--- config.mk ---
export PLATFORM = sky130hd
export DESIGN_NAME = binary_io_conditioning
export DESIGN_NICKNAME = d
export VERILOG_FILES = /design/src/binary_io_pkg.sv /design/src/ms_tick_if.sv /design/src/ms_tick_gen.sv /design/src/stable_filter.sv /design/src/binary_io_conditioning.sv
export SDC_FILE = /design/constraint.sdc
export NUM_CORES = 1
export LEC_CHECK = 0
export BUFFER_PORTS_ARGS = -buffer_cell sky130_fd_sc_hd__buf_4
export CELL_PAD_IN_SITES_DETAIL_PLACEMENT = 0
export CELL_PAD_IN_SITES_GLOBAL_PLACEMENT = 1
export CORE_MARGIN = 5
export CORE_UTILIZATION = 36
export DETAILED_ROUTE_END_ITERATION = 16
export PLACE_DENSITY_LB_ADDON = 0.1
export SLEW_MARGIN = 20
export SYNTH_ARGS = -nofsm -noshare
export SYNTH_HDL_FRONTEND = slang
export SYNTH_SLANG_ARGS = --single-unit
--- constraint.sdc ---
create_clock -name core_clk -period 3.3 [get_ports core_clk]
set_input_delay 0.66 -clock core_clk [delete_from_list [all_inputs] [get_ports core_clk]]
set_output_delay 0.66 -clock core_clk [all_outputs]
set_load 0.01 [all_outputs]
--- src/binary_io_pkg.sv ---
package binary_io_pkg;

    // ****************
    // Widths and counts
    // ****************
    localparam int IN_CODE_W = 7;
    localparam int OUT_CODE_W = 6;
    localparam int DELAY_W = 14;
    localparam int INPUT5_ENTRIES = 3;
    localparam int OUTPUT_COUNT = 4;
    localparam int FREE_WORD_W = 16;
    localparam int MAIN_WORD_W = 16;
    localparam int OUT_SOURCE_COUNT = 36;

    // ****************
    // Input function codes
    // ****************
    localparam logic [6:0] FUNC_NONE = 7'h00;
    localparam logic [6:0] FUNC_RESERVED = 7'h01;
    localparam logic [6:0] FUNC_SHUTDOWN_BUTTON = 7'h02;
    localparam logic [6:0] FUNC_FAULT_ACK = 7'h05;
    localparam logic [6:0] FUNC_CRAWL_A = 7'h0F;
    localparam logic [6:0] FUNC_CRAWL_B = 7'h10;
    localparam logic [6:0] FUNC_EXT_FAULT = 7'h35;
    localparam logic [6:0] FUNC_SET_OUTPUT = 7'h3D;
    localparam logic [6:0] IN_FUNC_MAX = 7'h44;

    // ****************
    // Output function codes
    // ****************
    localparam logic [5:0] OUT_ZERO = 6'h00;
    localparam logic [5:0] OUT_ONE = 6'h01;
    localparam logic [5:0] OUT_SETTABLE = 6'h02;
    localparam logic [5:0] OUT_FAULT = 6'h03;
    localparam logic [5:0] OUT_FUNC_MAX = 6'h23;

    // ****************
    // Values after reset, factory values and delay limit
    // ****************
    localparam logic [6:0] INPUT5_DEFAULT = 7'h00;
    localparam logic [6:0] INPUT6_DEFAULT = 7'h05;
    localparam logic [6:0] FREE_WORD_DEFAULT = 7'h00;
    localparam logic [5:0] OUTPUT1_DEFAULT = 6'h03;
    localparam logic [5:0] OUTPUT_OTHER_DEFAULT = 6'h00;
    localparam logic [3:0] INVERT_DEFAULT = 4'h0;
    localparam logic [13:0] DELAY_DEFAULT = 14'h0000;
    localparam logic [13:0] DELAY_MAX_MS = 14'h2710;

    // ****************
    // Timing
    // ****************
    localparam int CLOCK_PERIOD_NS = 40;
    localparam int TICK_TIME_NS = 1000000;
    localparam int TICK_CYCLES = TICK_TIME_NS / CLOCK_PERIOD_NS;
    localparam int TICK_CNT_W = 16;

    typedef enum logic {
        MODE_LEVEL,
        MODE_EDGE
    } switch_mode_type;

endpackage : binary_io_pkg

--- src/ms_tick_if.sv ---
`timescale 1ns/1ps
interface ms_tick_if;
    logic tick;

    modport source (output tick);
    modport sink (input tick);
endinterface : ms_tick_if

--- src/ms_tick_gen.sv ---
`timescale 1ns/1ps
module ms_tick_gen
    import binary_io_pkg::*;
#(
    parameter int CYCLES = TICK_CYCLES
) (
    input wire logic core_clk,
    input wire logic reset,
    ms_tick_if.source tick_port
);

    localparam logic [TICK_CNT_W-1:0] LAST = TICK_CNT_W'(CYCLES - 1);

    logic [TICK_CNT_W-1:0] count_reg;
    logic tick_reg;
    wire at_last = (count_reg == LAST);

    // ****************
    // Millisecond tick
    // ****************
    always_ff @(posedge core_clk or posedge reset) begin
        if (reset) begin
            count_reg <= '0;
            tick_reg <= 1'b0;
        end else begin
            count_reg <= at_last ? '0 : count_reg + 1'b1;
            tick_reg <= at_last;
        end
    end

    assign tick_port.tick = tick_reg;

endmodule : ms_tick_gen

--- src/stable_filter.sv ---
`timescale 1ns/1ps
module stable_filter
    import binary_io_pkg::*;
#(
    parameter int WIDTH = DELAY_W
) (
    input wire logic core_clk,
    input wire logic reset,
    ms_tick_if.sink tick_port,
    input wire logic raw,
    input wire logic [WIDTH-1:0] delay_ms,
    output logic filtered
);

    logic [WIDTH-1:0] count_reg;
    logic level_reg;
    wire differs = (raw != level_reg);
    wire expired = (delay_ms == '0) || (count_reg > delay_ms);

    // ****************
    // Stability counter
    // ****************
    always_ff @(posedge core_clk or posedge reset) begin
        if (reset) begin
            count_reg <= '0;
            level_reg <= 1'b0;
        end else if (!differs) begin
            count_reg <= '0;
        end else if (expired) begin
            level_reg <= raw;
            count_reg <= '0;
        end else if (tick_port.tick) begin
            count_reg <= count_reg + 1'b1;
        end
    end

    assign filtered = level_reg;

endmodule : stable_filter

--- src/binary_io_conditioning.sv ---
// Behaviour
// - Select input 5 holds three function entries at once.
// - All functions on one select input switch together from its level.
// - Input codes 0..68; 0 none, 1 reserved, others pick functions.
// - Select input 6 factory function is code 5, fault acknowledge.
// - External fault 53 raised only after its input stays low long enough.
// - Level mode: high commands switch-on or crawl, all three low commands shutdown.
// - Edge mode: rising edge on switch-on or crawl input starts it.
// - Edge mode: falling edge on shutdown button input commands shutdown.
// - Each of four select outputs has its own inversion bit, default 0.
// - Output source codes 0..35; 0 drives zero, 1 drives one.
// - Output code 2 is zero unless set by input function 61.
// - Each output changes only after source is stable for its delay.
`timescale 1ns/1ps
module binary_io_conditioning
    import binary_io_pkg::*;
#(
    parameter int TICK_LENGTH = TICK_CYCLES
) (
    input wire logic core_clk,
    input wire logic reset,
    input wire logic factory_settings,
    input wire logic input5_level,
    input wire logic input6_level,
    input wire logic switch_on_terminal,
    input wire logic [MAIN_WORD_W-1:0] main_control_word,
    input wire logic [FREE_WORD_W-1:0] free_control_word,
    input wire logic [INPUT5_ENTRIES-1:0][IN_CODE_W-1:0]
        input5_function_select,
    input wire logic [IN_CODE_W-1:0] input6_function_select,
    input wire logic [FREE_WORD_W-1:0][IN_CODE_W-1:0]
        free_word_function_select,
    input wire logic [DELAY_W-1:0] external_fault_delay,
    input wire logic switch_on_mode_control,
    input wire logic [OUTPUT_COUNT-1:0] output_invert_control,
    input wire logic [OUT_CODE_W-1:0] output1_function_select,
    input wire logic [OUT_CODE_W-1:0] output2_function_select,
    input wire logic [OUT_CODE_W-1:0] output3_function_select,
    input wire logic [OUT_CODE_W-1:0] output4_function_select,
    input wire logic [DELAY_W-1:0] output1_delay,
    input wire logic [DELAY_W-1:0] output2_delay,
    input wire logic [DELAY_W-1:0] output3_delay,
    input wire logic [DELAY_W-1:0] output4_delay,
    input wire logic fault_present,
    input wire logic [OUT_SOURCE_COUNT-1:0] output_function_sources,
    output logic switch_on_cmd,
    output logic crawl_a_cmd,
    output logic crawl_b_cmd,
    output logic shutdown_cmd,
    output logic fault_ack_cmd,
    output logic external_fault,
    output logic [OUTPUT_COUNT-1:0] select_output
);

    localparam int SRC_COUNT = INPUT5_ENTRIES + 1 + FREE_WORD_W;
    localparam int SRC_INPUT6 = INPUT5_ENTRIES;
    localparam int SRC_FREE = INPUT5_ENTRIES + 1;

    // ****************
    // Effective configuration
    // ****************
    logic [SRC_COUNT-1:0] src_level;
    logic [SRC_COUNT-1:0][IN_CODE_W-1:0] src_code;
    logic [OUTPUT_COUNT-1:0][OUT_CODE_W-1:0] out_code;
    logic [OUTPUT_COUNT-1:0][OUT_CODE_W-1:0] out_code_sel;
    logic [OUTPUT_COUNT-1:0][DELAY_W-1:0] out_delay_raw;
    logic [OUTPUT_COUNT-1:0][DELAY_W-1:0] out_delay;
    logic [DELAY_W-1:0] fault_delay;
    logic [OUTPUT_COUNT-1:0] invert_sel;
    wire switch_mode_type mode = switch_mode_type'(switch_on_mode_control);

    assign out_code_sel[0] = output1_function_select;
    assign out_code_sel[1] = output2_function_select;
    assign out_code_sel[2] = output3_function_select;
    assign out_code_sel[3] = output4_function_select;
    assign out_delay_raw[0] = output1_delay;
    assign out_delay_raw[1] = output2_delay;
    assign out_delay_raw[2] = output3_delay;
    assign out_delay_raw[3] = output4_delay;

    assign out_code[0] = factory_settings ? OUTPUT1_DEFAULT
                                          : out_code_sel[0];
    assign invert_sel = factory_settings ? INVERT_DEFAULT
                                         : output_invert_control;
    assign fault_delay = (external_fault_delay > DELAY_MAX_MS)
                       ? DELAY_MAX_MS : external_fault_delay;

    genvar gi;
    generate
        for (gi = 1; gi < OUTPUT_COUNT; gi++) begin : g_out_cfg
            assign out_code[gi] = factory_settings ? OUTPUT_OTHER_DEFAULT
                                                   : out_code_sel[gi];
        end
        for (gi = 0; gi < OUTPUT_COUNT; gi++) begin : g_out_delay
            assign out_delay[gi] = (out_delay_raw[gi] > DELAY_MAX_MS)
                                 ? DELAY_MAX_MS : out_delay_raw[gi];
        end
    endgenerate

    // ****************
    // Function sources
    // ****************
    generate
        for (gi = 0; gi < INPUT5_ENTRIES; gi++) begin : g_in5
            assign src_level[gi] = input5_level;
            assign src_code[gi] = factory_settings ? INPUT5_DEFAULT
                                  : input5_function_select[gi];
        end
        for (gi = 0; gi < FREE_WORD_W; gi++) begin : g_free
            assign src_level[SRC_FREE+gi] = free_control_word[gi];
            assign src_code[SRC_FREE+gi] = factory_settings
                ? FREE_WORD_DEFAULT : free_word_function_select[gi];
        end
    endgenerate

    assign src_level[SRC_INPUT6] = input6_level;
    assign src_code[SRC_INPUT6] = factory_settings ? INPUT6_DEFAULT
                                  : input6_function_select;

    // ****************
    // Function decode
    // ****************
    logic [SRC_COUNT-1:0] hit_ack;
    logic [SRC_COUNT-1:0] hit_crawl_a;
    logic [SRC_COUNT-1:0] hit_crawl_b;
    logic [SRC_COUNT-1:0] hit_set_out;
    logic [SRC_COUNT-1:0] low_ext_fault;
    logic [SRC_COUNT-1:0] low_shutdown;

    generate
        for (gi = 0; gi < SRC_COUNT; gi++) begin : g_decode
            wire valid = (src_code[gi] <= IN_FUNC_MAX)
                       && (src_code[gi] != FUNC_NONE)
                       && (src_code[gi] != FUNC_RESERVED);
            wire lvl = src_level[gi];
            wire [IN_CODE_W-1:0] c = src_code[gi];
            assign hit_ack[gi] = valid && (c == FUNC_FAULT_ACK) && lvl;
            assign hit_crawl_a[gi] = valid && (c == FUNC_CRAWL_A) && lvl;
            assign hit_crawl_b[gi] = valid && (c == FUNC_CRAWL_B) && lvl;
            assign hit_set_out[gi] = valid && (c == FUNC_SET_OUTPUT)
                                   && lvl;
            assign low_ext_fault[gi] = valid && (c == FUNC_EXT_FAULT)
                                     && !lvl;
            assign low_shutdown[gi] = valid && (c == FUNC_SHUTDOWN_BUTTON)
                                    && !lvl;
        end
    endgenerate

    wire ack_level = |hit_ack;
    wire crawl_a_level = |hit_crawl_a;
    wire crawl_b_level = |hit_crawl_b;
    wire set_out_level = |hit_set_out;
    wire ext_fault_low = |low_ext_fault;
    wire shutdown_low = |low_shutdown;
    wire switch_on_level = switch_on_terminal | main_control_word[0];

    // ****************
    // Millisecond tick and external fault qualification
    // ****************
    ms_tick_if tick_bus ();

    ms_tick_gen #(
        .CYCLES(TICK_LENGTH)
    ) u_tick (
        .core_clk(core_clk),
        .reset(reset),
        .tick_port(tick_bus)
    );

    logic ext_fault_qualified;

    stable_filter #(
        .WIDTH(DELAY_W)
    ) u_fault_filter (
        .core_clk(core_clk),
        .reset(reset),
        .tick_port(tick_bus),
        .raw(ext_fault_low),
        .delay_ms(fault_delay),
        .filtered(ext_fault_qualified)
    );

    logic external_fault_reg;
    logic fault_ack_reg;
    wire ext_fault_next = ext_fault_qualified
                        | (external_fault_reg & ~ack_level);

    always_ff @(posedge core_clk or posedge reset) begin
        if (reset) begin
            external_fault_reg <= 1'b0;
            fault_ack_reg <= 1'b0;
        end else begin
            external_fault_reg <= ext_fault_next;
            fault_ack_reg <= ack_level;
        end
    end

    // ****************
    // Switch-on, crawl and shutdown
    // ****************
    logic switch_on_prev_reg;
    logic crawl_a_prev_reg;
    logic crawl_b_prev_reg;
    logic shutdown_prev_reg;
    logic switch_on_reg;
    logic crawl_a_reg;
    logic crawl_b_reg;
    logic shutdown_reg;

    wire rise_on = switch_on_level & ~switch_on_prev_reg;
    wire rise_crawl_a = crawl_a_level & ~crawl_a_prev_reg;
    wire rise_crawl_b = crawl_b_level & ~crawl_b_prev_reg;
    wire fall_shutdown = shutdown_low & ~shutdown_prev_reg;

    wire edge_on_next = rise_on | (switch_on_reg & ~fall_shutdown);
    wire edge_a_next = rise_crawl_a | (crawl_a_reg & ~fall_shutdown);
    wire edge_b_next = rise_crawl_b | (crawl_b_reg & ~fall_shutdown);

    logic on_next;
    logic a_next;
    logic b_next;
    logic sd_next;

    always_comb begin
        case (mode)
            MODE_LEVEL: begin
                on_next = switch_on_level;
                a_next = crawl_a_level;
                b_next = crawl_b_level;
                sd_next = ~(switch_on_level | crawl_a_level
                            | crawl_b_level);
            end
            default: begin
                on_next = edge_on_next;
                a_next = edge_a_next;
                b_next = edge_b_next;
                sd_next = fall_shutdown;
            end
        endcase
    end

    always_ff @(posedge core_clk or posedge reset) begin
        if (reset) begin
            switch_on_prev_reg <= 1'b0;
            crawl_a_prev_reg <= 1'b0;
            crawl_b_prev_reg <= 1'b0;
            shutdown_prev_reg <= 1'b0;
            switch_on_reg <= 1'b0;
            crawl_a_reg <= 1'b0;
            crawl_b_reg <= 1'b0;
            shutdown_reg <= 1'b0;
        end else begin
            switch_on_prev_reg <= switch_on_level;
            crawl_a_prev_reg <= crawl_a_level;
            crawl_b_prev_reg <= crawl_b_level;
            shutdown_prev_reg <= shutdown_low;
            switch_on_reg <= on_next;
            crawl_a_reg <= a_next;
            crawl_b_reg <= b_next;
            shutdown_reg <= sd_next;
        end
    end

    // ****************
    // Binary select outputs
    // ****************
    wire no_fault = ~(fault_present | external_fault_reg);
    logic [OUTPUT_COUNT-1:0] out_source;
    logic [OUTPUT_COUNT-1:0] out_stable;
    logic [OUTPUT_COUNT-1:0] select_output_reg;

    generate
        for (gi = 0; gi < OUTPUT_COUNT; gi++) begin : g_out
            wire [OUT_CODE_W-1:0] oc = out_code[gi];
            assign out_source[gi] =
                (oc == OUT_ZERO) ? 1'b0 :
                (oc == OUT_ONE) ? 1'b1 :
                (oc == OUT_SETTABLE) ? set_out_level :
                (oc == OUT_FAULT) ? no_fault :
                (oc <= OUT_FUNC_MAX) ? output_function_sources[oc] :
                1'b0;

            stable_filter #(
                .WIDTH(DELAY_W)
            ) u_out_filter (
                .core_clk(core_clk),
                .reset(reset),
                .tick_port(tick_bus),
                .raw(out_source[gi]),
                .delay_ms(out_delay[gi]),
                .filtered(out_stable[gi])
            );
        end
    endgenerate

    always_ff @(posedge core_clk or posedge reset) begin
        if (reset) begin
            select_output_reg <= '0;
        end else begin
            select_output_reg <= out_stable ^ invert_sel;
        end
    end

    // ****************
    // Outputs
    // ****************
    assign switch_on_cmd = switch_on_reg;
    assign crawl_a_cmd = crawl_a_reg;
    assign crawl_b_cmd = crawl_b_reg;
    assign shutdown_cmd = shutdown_reg;
    assign fault_ack_cmd = fault_ack_reg;
    assign external_fault = external_fault_reg;
    assign select_output = select_output_reg;

endmodule : binary_io_conditioning

Yosys cells after proc, flatten, opt, wreduce, memory -nomap -nowiden
Index checks and enable logic that the tools add are counted.
Widths: inputs -> output; s select.
{"block": "op_classes", "n_addsub": 6, "order_cmp": 38, "eq_ne": 163, "n_mux": 78, "bitwise": 25, "reduce_logical": 343}
{"cell": "$eq 7x6->1 const B", "n": 40}
{"cell": "$logic_and 1x1->1", "n": 280}
{"cell": "$mux 14", "n": 20}
{"cell": "$eq 7x2->1 const B", "n": 20}
{"cell": "$eq 7x3->1 const B", "n": 20}
{"cell": "$eq 7x4->1 const B", "n": 20}
{"cell": "$eq 7x5->1 const B", "n": 20}
{"cell": "$le 7x7->1 const B", "n": 20}
{"cell": "$mux 7", "n": 20}
{"cell": "$ne 7x1->1 const B", "n": 20}
{"cell": "$reduce_bool 7->1", "n": 20}
{"cell": "$reduce_or 20->1", "n": 6}
{"cell": "$add 14x1->14 const B", "n": 5}
{"cell": "$gt 14x14->1", "n": 5}
{"cell": "$gt 14x14->1 const B", "n": 5}
{"cell": "$logic_not 14->1", "n": 5}
{"cell": "$eq 6x2->1 const B", "n": 8}
{"cell": "$lt 6x7->1 const B", "n": 4}
{"cell": "$mux 1", "n": 28}
{"cell": "$bmux 1 s6", "n": 4}
{"cell": "$eq 6x1->1 const B", "n": 4}
{"cell": "$le 6x6->1 const B", "n": 4}
{"cell": "$logic_not 6->1", "n": 4}
{"cell": "$mux 6", "n": 4}
{"cell": "13 further kinds", "n": 67}
{"block": "word_totals", "register_bits": 106, "out_inout_bits": 10, "elab_cells": 676}

Logic depth before layout (Yosys ltp)
Gate-level depths: netlist of the first run.
{"block": "logic_depth", "word_depth": 12, "depth_mapped": 15, "depth_no_buf": 13}

Modules after synthesis
Synthesis of the first run repeated with hierarchy kept, for this count alone.
{"block": "hier_totals", "hier_cells": 1391, "area_unflattened_um2": 11230.8}
{"module": "stable_filter", "instances": 5, "cells_each": 124, "area_each_um2": 1127.3, "seq_area_each_um2": 375.4}
{"module": "binary_io_conditioning", "instances": 1, "cells_each": 703, "area_each_um2": 4820.9, "seq_area_each_um2": 350.3}
{"module": "ms_tick_gen", "instances": 1, "cells_each": 68, "area_each_um2": 773.2, "seq_area_each_um2": 425.4}

Least setup slack after synthesis of the first run
Ideal clock, no wire load.
{"block": "synth_path", "path_kind": "input to register", "from": "input external_fault_delay[0]", "to": "register u_fault_filter.count_reg[1]", "t_arrival_ps": 3455, "setup_slack_ps": -227, "stages": 14, "path_buffers": 1, "path_cell_list": "nor4_1 -> nand2b_1 -> a21oi_1 -> o21ai_1 -> nand2_1 -> ha_1 -> a21o_1 -> a21o_1 -> a211oi_1 -> o21ai_0 -> a2111oi_0 -> o211ai_2 -> buf_6 -> nor2_1"}
{"block": "synth_via", "elab_chain_cells": 6, "word_cells_on_any_way": 8, "classes_between": "order compare: 2; eq/ne: 1; mux: 3; reduce/logical: 2"}
{"element": "from (decl)", "line_no": "binary_io_conditioning.sv:33", "rtl": "input wire logic [DELAY_W-1:0] external_fault_delay,"}
{"element": "$gt 14x14->1", "line_no": "binary_io_conditioning.sv:85", "rtl": "assign fault_delay = (external_fault_delay > DELAY_MAX_MS)"}
{"element": "$mux 14 (*)", "line_no": "binary_io_conditioning.sv:86", "rtl": "? DELAY_MAX_MS : external_fault_delay;"}
{"element": "$gt 14x14->1 or $logic_not 14->1 (tied branches)", "line_no": "stable_filter.sv:18", "rtl": "wire expired = (delay_ms == '0) || (count_reg > delay_ms);"}
{"element": "$logic_or 1x1->1 (*)", "line_no": "stable_filter.sv:18"}
{"element": "$mux 14", "line_no": "stable_filter.sv:29", "rtl": "end else if (expired) begin"}
{"element": "$mux 14", "line_no": "stable_filter.sv:27", "rtl": "end else if (!differs) begin"}
{"element": "to (signal assigned)", "line_no": "stable_filter.sv:33", "rtl": "count_reg <= count_reg + 1'b1;"}
{"element": "to (decl)", "line_no": "stable_filter.sv:15", "rtl": "logic [WIDTH-1:0] count_reg;"}
Every way passes the cells marked *; elsewhere a longest branch is shown, timed or not.
A chain may end at the register's enable or synchronous reset.

Final worst setup path of the first run
{"block": "layout_path", "from": "input external_fault_delay[1]", "to": "register u_fault_filter.count_reg[0]"}
Same word-level chain as after synthesis.

==> flow_summary_export.csv, run 1 <==
group,metric,value,unit
sta,fin_setup_tns,0,ns
critical_path,path_buf_inv,4,
pwr,netSwitchingFraction,0.291,
yosys,synth_area_leaders,"dfrtp_1 (22%), ha_1 (8.0%), nor2_1 (4.1%)",
pwr,clock_power_share,0.328,
yosys,synth_seq_cells,106,
placement,place_hpwl,36100,um
clock_tree,cts_tree,"built",
final_layout,largest_register_ffs,56,
worst_hold_path,hold_class,"primary input to asynchronous set/reset pin",
sta,setup_viol_count_final,0,
yosys,synth_area,11800,um^2
route,ant_nets,0,
floorplanning,rows,66,
yosys,synth_warnings,0,
critical_path,path_class,"primary input to register",
critical_path,reg2reg_depth,10,
route,routed_via_density,5.71,
pwr,p_sw,1.04,mW
pwr,p_leak,6.98,nW
placement,gp_congestion,0.938,
final_layout,stdcell_area,15800,um^2
critical_path,path_depth,17,
pwr,seq_power_share,0.367,
yosys,yosysTopAreaCellShare,0.224,
final_layout,syn2layout_area_growth,33.5,%
route,dr.pass1.iters,5,
clock_tree,path_clk_slew,0.07,ns
sta,period_share,0.974,
grt,grt_max_degree,86,
status,status,"finished, final reports clean",
pwr,pwr_density_cell,227,nW/um^2
critical_path,cp-end-kind,"register",
route,drt-total-wl,44100,um
sta,max_freq,0.311,GHz
route,dr.first_iter.drc_count,803,
sta,finalHoldViolations,0,
pwr,p_int,2.54,mW
critical_path,cpLargestDelayFamily,"compound AO/OA/AOI/OAI gates",
yosys,syn-num-nets,1832,
yosys,async_flop_share,1.00,
run,maxCapViolations,0,
grt,grt_pass1_wl,67100,um
floorplanning,die_y,191,um
critical_path,crit_chain,"buf_4 > nor4_4 > nand2b_4 > a21oi_2 > o21ai_2 > buf_6 > nand2_2 > ha_4 > a21o_1 > a21oi_1 > nor2b_1 > o31a_1 > a2111oi_2 > buf_4 > o211ai_4 > clkbuf_16 > nor2_4",
floorplanning,fp.dieArea,36600,um^2
floorplanning,pin_count,324,
yosys,ys_types,92,
clock_tree,clock-root-buffer,"clkbuf_16",
floorplanning,core-area,32500,um^2
final_layout,utilization,0.486,
sta,post-route-min-period,3.21,ns
critical_path,worstPathRequired,3.59,ns
clock_tree,clock_latency,0.36,ns
floorplanning,die_w,191,um
clock_tree,cts.path.max_buffers,2,
route,vias,12800,
critical_path,cpPeakStageDelay,0.35,ns
critical_path,cp_slowest_cell,"a2111oi_2",
route,drcViolationCount,0,
final_layout,final_common_cell,"buf_4",
grt,antenna_found_initial,15,
yosys,synth.avg_cell_area,8.21,um^2
clock_tree,hold_buffers,0,
yosys,synthFlopType,"dfrtp_1",
placement,port-buffer-count,308,
placement,placed_cell_area,15100,um^2
floorplanning,start_util,0.364,
sta,slew_headroom,0.442,
yosys,synth-edff-count,0,
grt,grt_util_all_layers,0.230,
sta,tightest_slew,0.836,ns
critical_path,startpoint_type,"primary input",
clock_tree,htree_num_levels,3,
grt,globalRoute.totalOverflow,0,
critical_path,crit_arrival,3.51,ns
final_layout,final_nets,2174,
sta,slew_violations,0,
final_layout,layout_common_cells,"buf_4 (368), nand2_1 (125), nor2_1 (116)",
yosys,synth_cells,1442,
yosys,yosysSeqAreaShare,0.224,
sta,setup_ws,0.0861,ns
route,wl_per_cell,19.7,um
final_layout,drive_gt1_frac,0.284,
pwr,pwr-share-comb,0.305,
critical_path,worst-path-max-fanout,7,
grt,grt_pass1_vias,12500,
clock_tree,cts_buffers,9,
clock_tree,cts_sinks,106,
pwr,peakVddDrop,0.254,mV
placement,pre_cts_ws,-0.379,ns
critical_path,worst_path_most_repeated_cell,"buf_4",
yosys,synth_top_cell_by_area,"dfrtp_1",
sta,fin_skew,0.0105,ns
[cell usage after synthesis, types with 24 or more instances]
master	count
a21oi_1	52
clkbuf_1	27
dfrtp_1	106
ha_1	76
inv_1	46
mux2i_1	39
nand2_1	127
nand3_1	84
nand3b_1	41
nand4_1	61
nor2_1	129
nor3_1	55
nor4_1	42
o2111ai_1	24
o21ai_0	35
xnor2_1	42
xor2_1	40
[worst paths after layout]
check | startpoint | endpoint | slack [ns]
max | external_fault_delay[1] | u_fault_filter.count_reg[0] | 0.09
min | reset | u_tick.count_reg[14] | 0.33
max reg2reg | g_out[0].u_out_filter.count_reg[3] | g_out[0].u_out_filter.count_reg[8] | 0.78
min reg2reg | u_tick.count_reg[0] | u_tick.count_reg[0] | 0.47
max in group asynchronous | reset | u_fault_filter.count_reg[13] | 2.13
min in group core_clk | u_tick.count_reg[0] | u_tick.count_reg[0] | 0.47
[what timing repair did]
item,CTS,global route
gates resized for setup,0,54
buffers inserted,0,5
endpoints found under the setup margin,0,30
[power groups by stage]
stage               sequential, mW  combinational (mW)  clock [mW]
finish                        1.32                1.09        1.17
global route                  1.32                1.19        1.25
CTS                           1.32                1.06        1.21
detailed placement            1.34                1.05           0
global placement              1.34                1.04           0
floorplan                     1.34               0.479           0
[stage by stage]
step | instances | total power [mW] | hold WS, ns
finish | 2238 | 3.58 | 0.327
global route | 2238 | 3.76 | 0.365
CTS | 2221 | 3.59 | 0.331
detailed placement | 2206 | 2.39 | 0.458
global placement | 2206 | 2.39 | 0.456
floorplan | 1442 | 1.82 | 0.432
[layer usage]
layer	up-vias	GRT usage	wire length (um)
met5	-	0	96
met4	14	0.0807	1420
met3	79	0.0559	2970
met2	399	0.376	20500
met1	6048	0.297	19100
li1	6250	-	-
[kinds of logic after synthesis]
family,after synthesis,share of synthesized area
AOI/OAI and AO/OA,286,0.180
xor gates and xnor gates,82,0.0607
adders and majority gates,76,0.0803
buffers and inverters,102,0.0423
DFF,106,0.224
muxes,68,0.0748
and+or+nand+nor,722,0.338
[worst register-to-register path, stage by stage, from the launching register on]
cell and delay, ns:
dfrtp_1 0.47, ha_1 0.35, a21o_1 0.18, a21o_1 0.18
a221oi_2 0.29, o221ai_1 0.16, a21oi_2 0.15, buf_4 0.15
o2111ai_4 0.16, clkbuf_16 0.21, a21oi_1 0.14
[cell type report]
type	count	area [um^2]
multi-input cells	1234	8980
diodes	8	20.0
clock inverters	4	76.3
repair buffers	386	3100
inverters	47	180
flip-flops and latches	106	2650
clock buffers	11	243
fillers	3247	16700
well taps	442	553
Power figures use the tool's default switching activity.
==> run 2, diff against run 1 <==
--- a/config.mk
+++ b/config.mk
@@ -5,14 +5,16 @@
 export SDC_FILE = /design/constraint.sdc
 export NUM_CORES = 1
 export LEC_CHECK = 0
+export ABC_CLOCK_PERIOD_IN_PS = 3300
 export BUFFER_PORTS_ARGS = -buffer_cell sky130_fd_sc_hd__buf_4
 export CELL_PAD_IN_SITES_DETAIL_PLACEMENT = 0
 export CELL_PAD_IN_SITES_GLOBAL_PLACEMENT = 1
 export CORE_MARGIN = 5
-export CORE_UTILIZATION = 36
+export CORE_UTILIZATION = 35
 export DETAILED_ROUTE_END_ITERATION = 16
 export PLACE_DENSITY_LB_ADDON = 0.1
 export SLEW_MARGIN = 20
 export SYNTH_ARGS = -nofsm -noshare
 export SYNTH_HDL_FRONTEND = slang
+export SYNTH_HIERARCHICAL = 1
 export SYNTH_SLANG_ARGS = --single-unit
==> flow_summary_export.csv, run 2 <==
group,metric,value,unit
route,ant_nets,0,
placement,place_hpwl,36000,um
grt,grt_max_degree,29,
final_layout,fillers,3209,
final_layout,stdcell_area,14900,um^2
critical_path,worst-path-max-fanout,14,
pwr,p_leak,6.56,nW
critical_path,rr_endpoint,"g_out[2].u_out_filter/count_reg[1]",
clock_tree,cts_sinks,106,
critical_path,path_class,"primary input to register",
floorplanning,start_util,0.355,
yosys,yosysTopAreaCellShare,0.236,
yosys,synth_area_leaders,"dfrtp_1 (24%), ha_1 (8.5%), nor3_1 (6.1%)",
critical_path,cp-end-kind,"register",
placement,placed_cell_area,14600,um^2
yosys,synthFlopType,"dfrtp_1",
final_layout,final_common_cell,"buf_4",
route,met2_length,20700,um
worst_hold_path,hold_class,"primary input to asynchronous set/reset pin",
grt,grt_pass1_vias,12400,
final_layout,final_cells,2164,
pwr,peakVddDrop,0.224,mV
clock_tree,postCtsSetupRepairBufs,0,
floorplanning,die_w,189,um
floorplanning,core-area,31600,um^2
yosys,synth.avg_cell_area,8.07,um^2
yosys,synth_compound_area_frac,0.143,
sta,max_freq,0.325,GHz
pwr,seq_power_share,0.377,
yosys,synth_seq_cells,106,
yosys,synth_area,11200,um^2
critical_path,worstPathRequired,3.54,ns
pwr,pwr-share-comb,0.323,
route,drt-total-wl,42600,um
route,dr.pass1.iters,7,
yosys,synth_top_family_by_area,"simple AND/OR/NAND/NOR gates",
yosys,synth_top_cell_by_area,"dfrtp_1",
yosys,synth_warnings,6,
floorplanning,die_y,189,um
sta,fin_skew,0.0113,ns
critical_path,reg2reg_depth,10,
final_layout,largest_register_ffs,56,
yosys,async_flop_share,1.00,
sta,post-route-min-period,3.07,ns
route,routed_via_density,5.64,
yosys,ys_types,78,
route,drcViolationCount,0,
pwr,p_int,2.42,mW
clock_tree,cts.path.max_buffers,2,
route,dr.first_iter.drc_count,655,
yosys,synth-edff-count,0,
yosys,syn-num-nets,1781,
yosys,synthTopCellsByCount,"nor3_1 (138), nand2_1 (110), dfrtp_1 (106)",
route,vias,12200,
sta,rsz0062_at_grt,"false",
clock_tree,htree_num_levels,3,
yosys,synth_xor_area_frac,0.0632,
clock_tree,post_cts_resized,0,
clock_tree,hold_buffers,0,
placement,port-buffer-count,308,
pwr,p_sw,1.12,mW
final_layout,layout_common_cells,"buf_4 (399), nor3_1 (138), nand2_1 (110)",
critical_path,startpoint_type,"primary input",
pwr,clock_power_share,0.300,
critical_path,r2r_start,"external_fault",
status,status,"finished, final reports clean",
sta,tightest_slew,0.960,ns
sta,finalHoldViolations,0,
yosys,synth_most_common_cell,"nor3_1",
grt,globalRoute.totalOverflow,0,
grt,antenna_found_initial,5,
sta,setup_viol_count_final,0,
yosys,yosys-mux-area-fraction,0.0602,
final_layout,drive_gt1_frac,0.282,
yosys,synthAdderAreaFrac,0.0847,
floorplanning,pin_count,324,
yosys,synth_cells,1391,
clock_tree,clock_latency,0.36,ns
sta,period_share,0.932,
route,drt-met1-wl,17000,um
grt,grt_pass1_wl,66200,um
clock_tree,path_clk_slew,0.08,ns
route,top_layer,"met5",
yosys,synthSimpleGateAreaFrac,0.358,
sta,slew_headroom,0.359,
route,wl_met3,3730,um
route,wl_per_cell,19.7,um
critical_path,reg2reg_slack,1.04,ns
pwr,pwr_density_cell,237,nW/um^2
placement,dp.cells,2147,
placement,gp_congestion,0.914,
critical_path,crit_arrival,3.32,ns
floorplanning,rows,65,
pwr,netSwitchingFraction,0.315,
clock_tree,clock-root-buffer,"clkbuf_16",
clock_tree,cts_buffers,9,
floorplanning,fp.dieArea,35800,um^2
sta,slew_violations,0,
run,maxCapViolations,0,
final_layout,syn2layout_area_growth,33.0,%
grt,grt_util_all_layers,0.231,
final_layout,final_nets,2146,
yosys,yosysSeqAreaShare,0.236,
clock_tree,cts_tree,"built",
==> run 2: metrics by stage <==
| step | utilization | power (mW) | TNS, ns | setup WS (ns) | hold slack, ns |
|---|---|---|---|---|---|
| floorplan | - | 1.86 | 0 | 0.00760 | 0.433 |
| global placement | 0.463 | 2.49 | -9.13 | -0.178 | 0.447 |
| detailed placement | 0.463 | 2.50 | -10.05 | -0.247 | 0.458 |
| CTS | 0.472 | 3.58 | 0 | 0.142 | 0.432 |
| global route | 0.472 | 3.74 | 0 | 0.00145 | 0.460 |
| finish | 0.472 | 3.54 | 0 | 0.225 | 0.410 |
==> run 2: worst max path at each step <==
stage,from,end,slack [ns],cells past startpoint
global placement,output3_delay[0],g_out[2].u_out_filter/count_reg[13],-0.18,14
detailed placement,factory_settings,g_out[2].u_out_filter/count_reg[3],-0.25,11
finish,output3_delay[0],g_out[2].u_out_filter/count_reg[9],0.23,14
floorplan,output1_delay[0],g_out[0].u_out_filter/filtered,0.008,12
CTS,factory_settings,g_out[2].u_out_filter/count_reg[3],0.14,11
global route,output3_delay[0],g_out[2].u_out_filter/count_reg[7],0.001,14
==> run 2: critical path, stage by stage <==
cell and delay (ns):
buf_4 0.12, o41ai_2 0.35, a21oi_1 0.12, o31ai_1 0.23, buf_4 0.18, and2_4 0.15, inv_1 0.04, ha_1 0.28
nand4_1 0.12, o21bai_1 0.17, a311o_1 0.32, a22oi_2 0.24, buf_4 0.26, nor3_1 0.08
==> run 2: metal layers <==
metal	global-route usage	vias to the layer above
met5	0	-
met4	0.0681	8
met3	0.0787	74
met2	0.412	406
met1	0.263	5728
li1	-	5991
==> run 2: layout make-up <==
cell class	count	area (um^2)	area share
Antenna cell	1	2.50	0.000168
Clock buffer	10	229	0.0153
Clock inverter	6	50.0	0.00335
Inverter	92	345	0.0231
Multi-Input combinational cell	1145	8100	0.542
Sequential cell	106	2650	0.178
Tap cell	402	503	0.0337
Timing Repair Buffer	402	3060	0.205
==> run 2: power groups by stage <==
stage | clock, mW | combinational (mW) | sequential [mW]
after detailed placement | 0 | 1.14 | 1.36
after global routing | 1.15 | 1.25 | 1.34
after floorplan | 0 | 0.495 | 1.36
after global placement | 0 | 1.13 | 1.36
after CTS | 1.10 | 1.15 | 1.34
final | 1.06 | 1.14 | 1.33
==> run 2: cell families after synthesis <==
| logic type | count (synthesis) |
|---|---|
| AOI/OAI and AO/OA | 219 |
| and+or+nand+nor | 727 |
| DFF | 106 |
| buffers and inverters | 140 |
| muxes | 42 |
| xor gates and xnor gates | 81 |
| adders and majority gates | 76 |
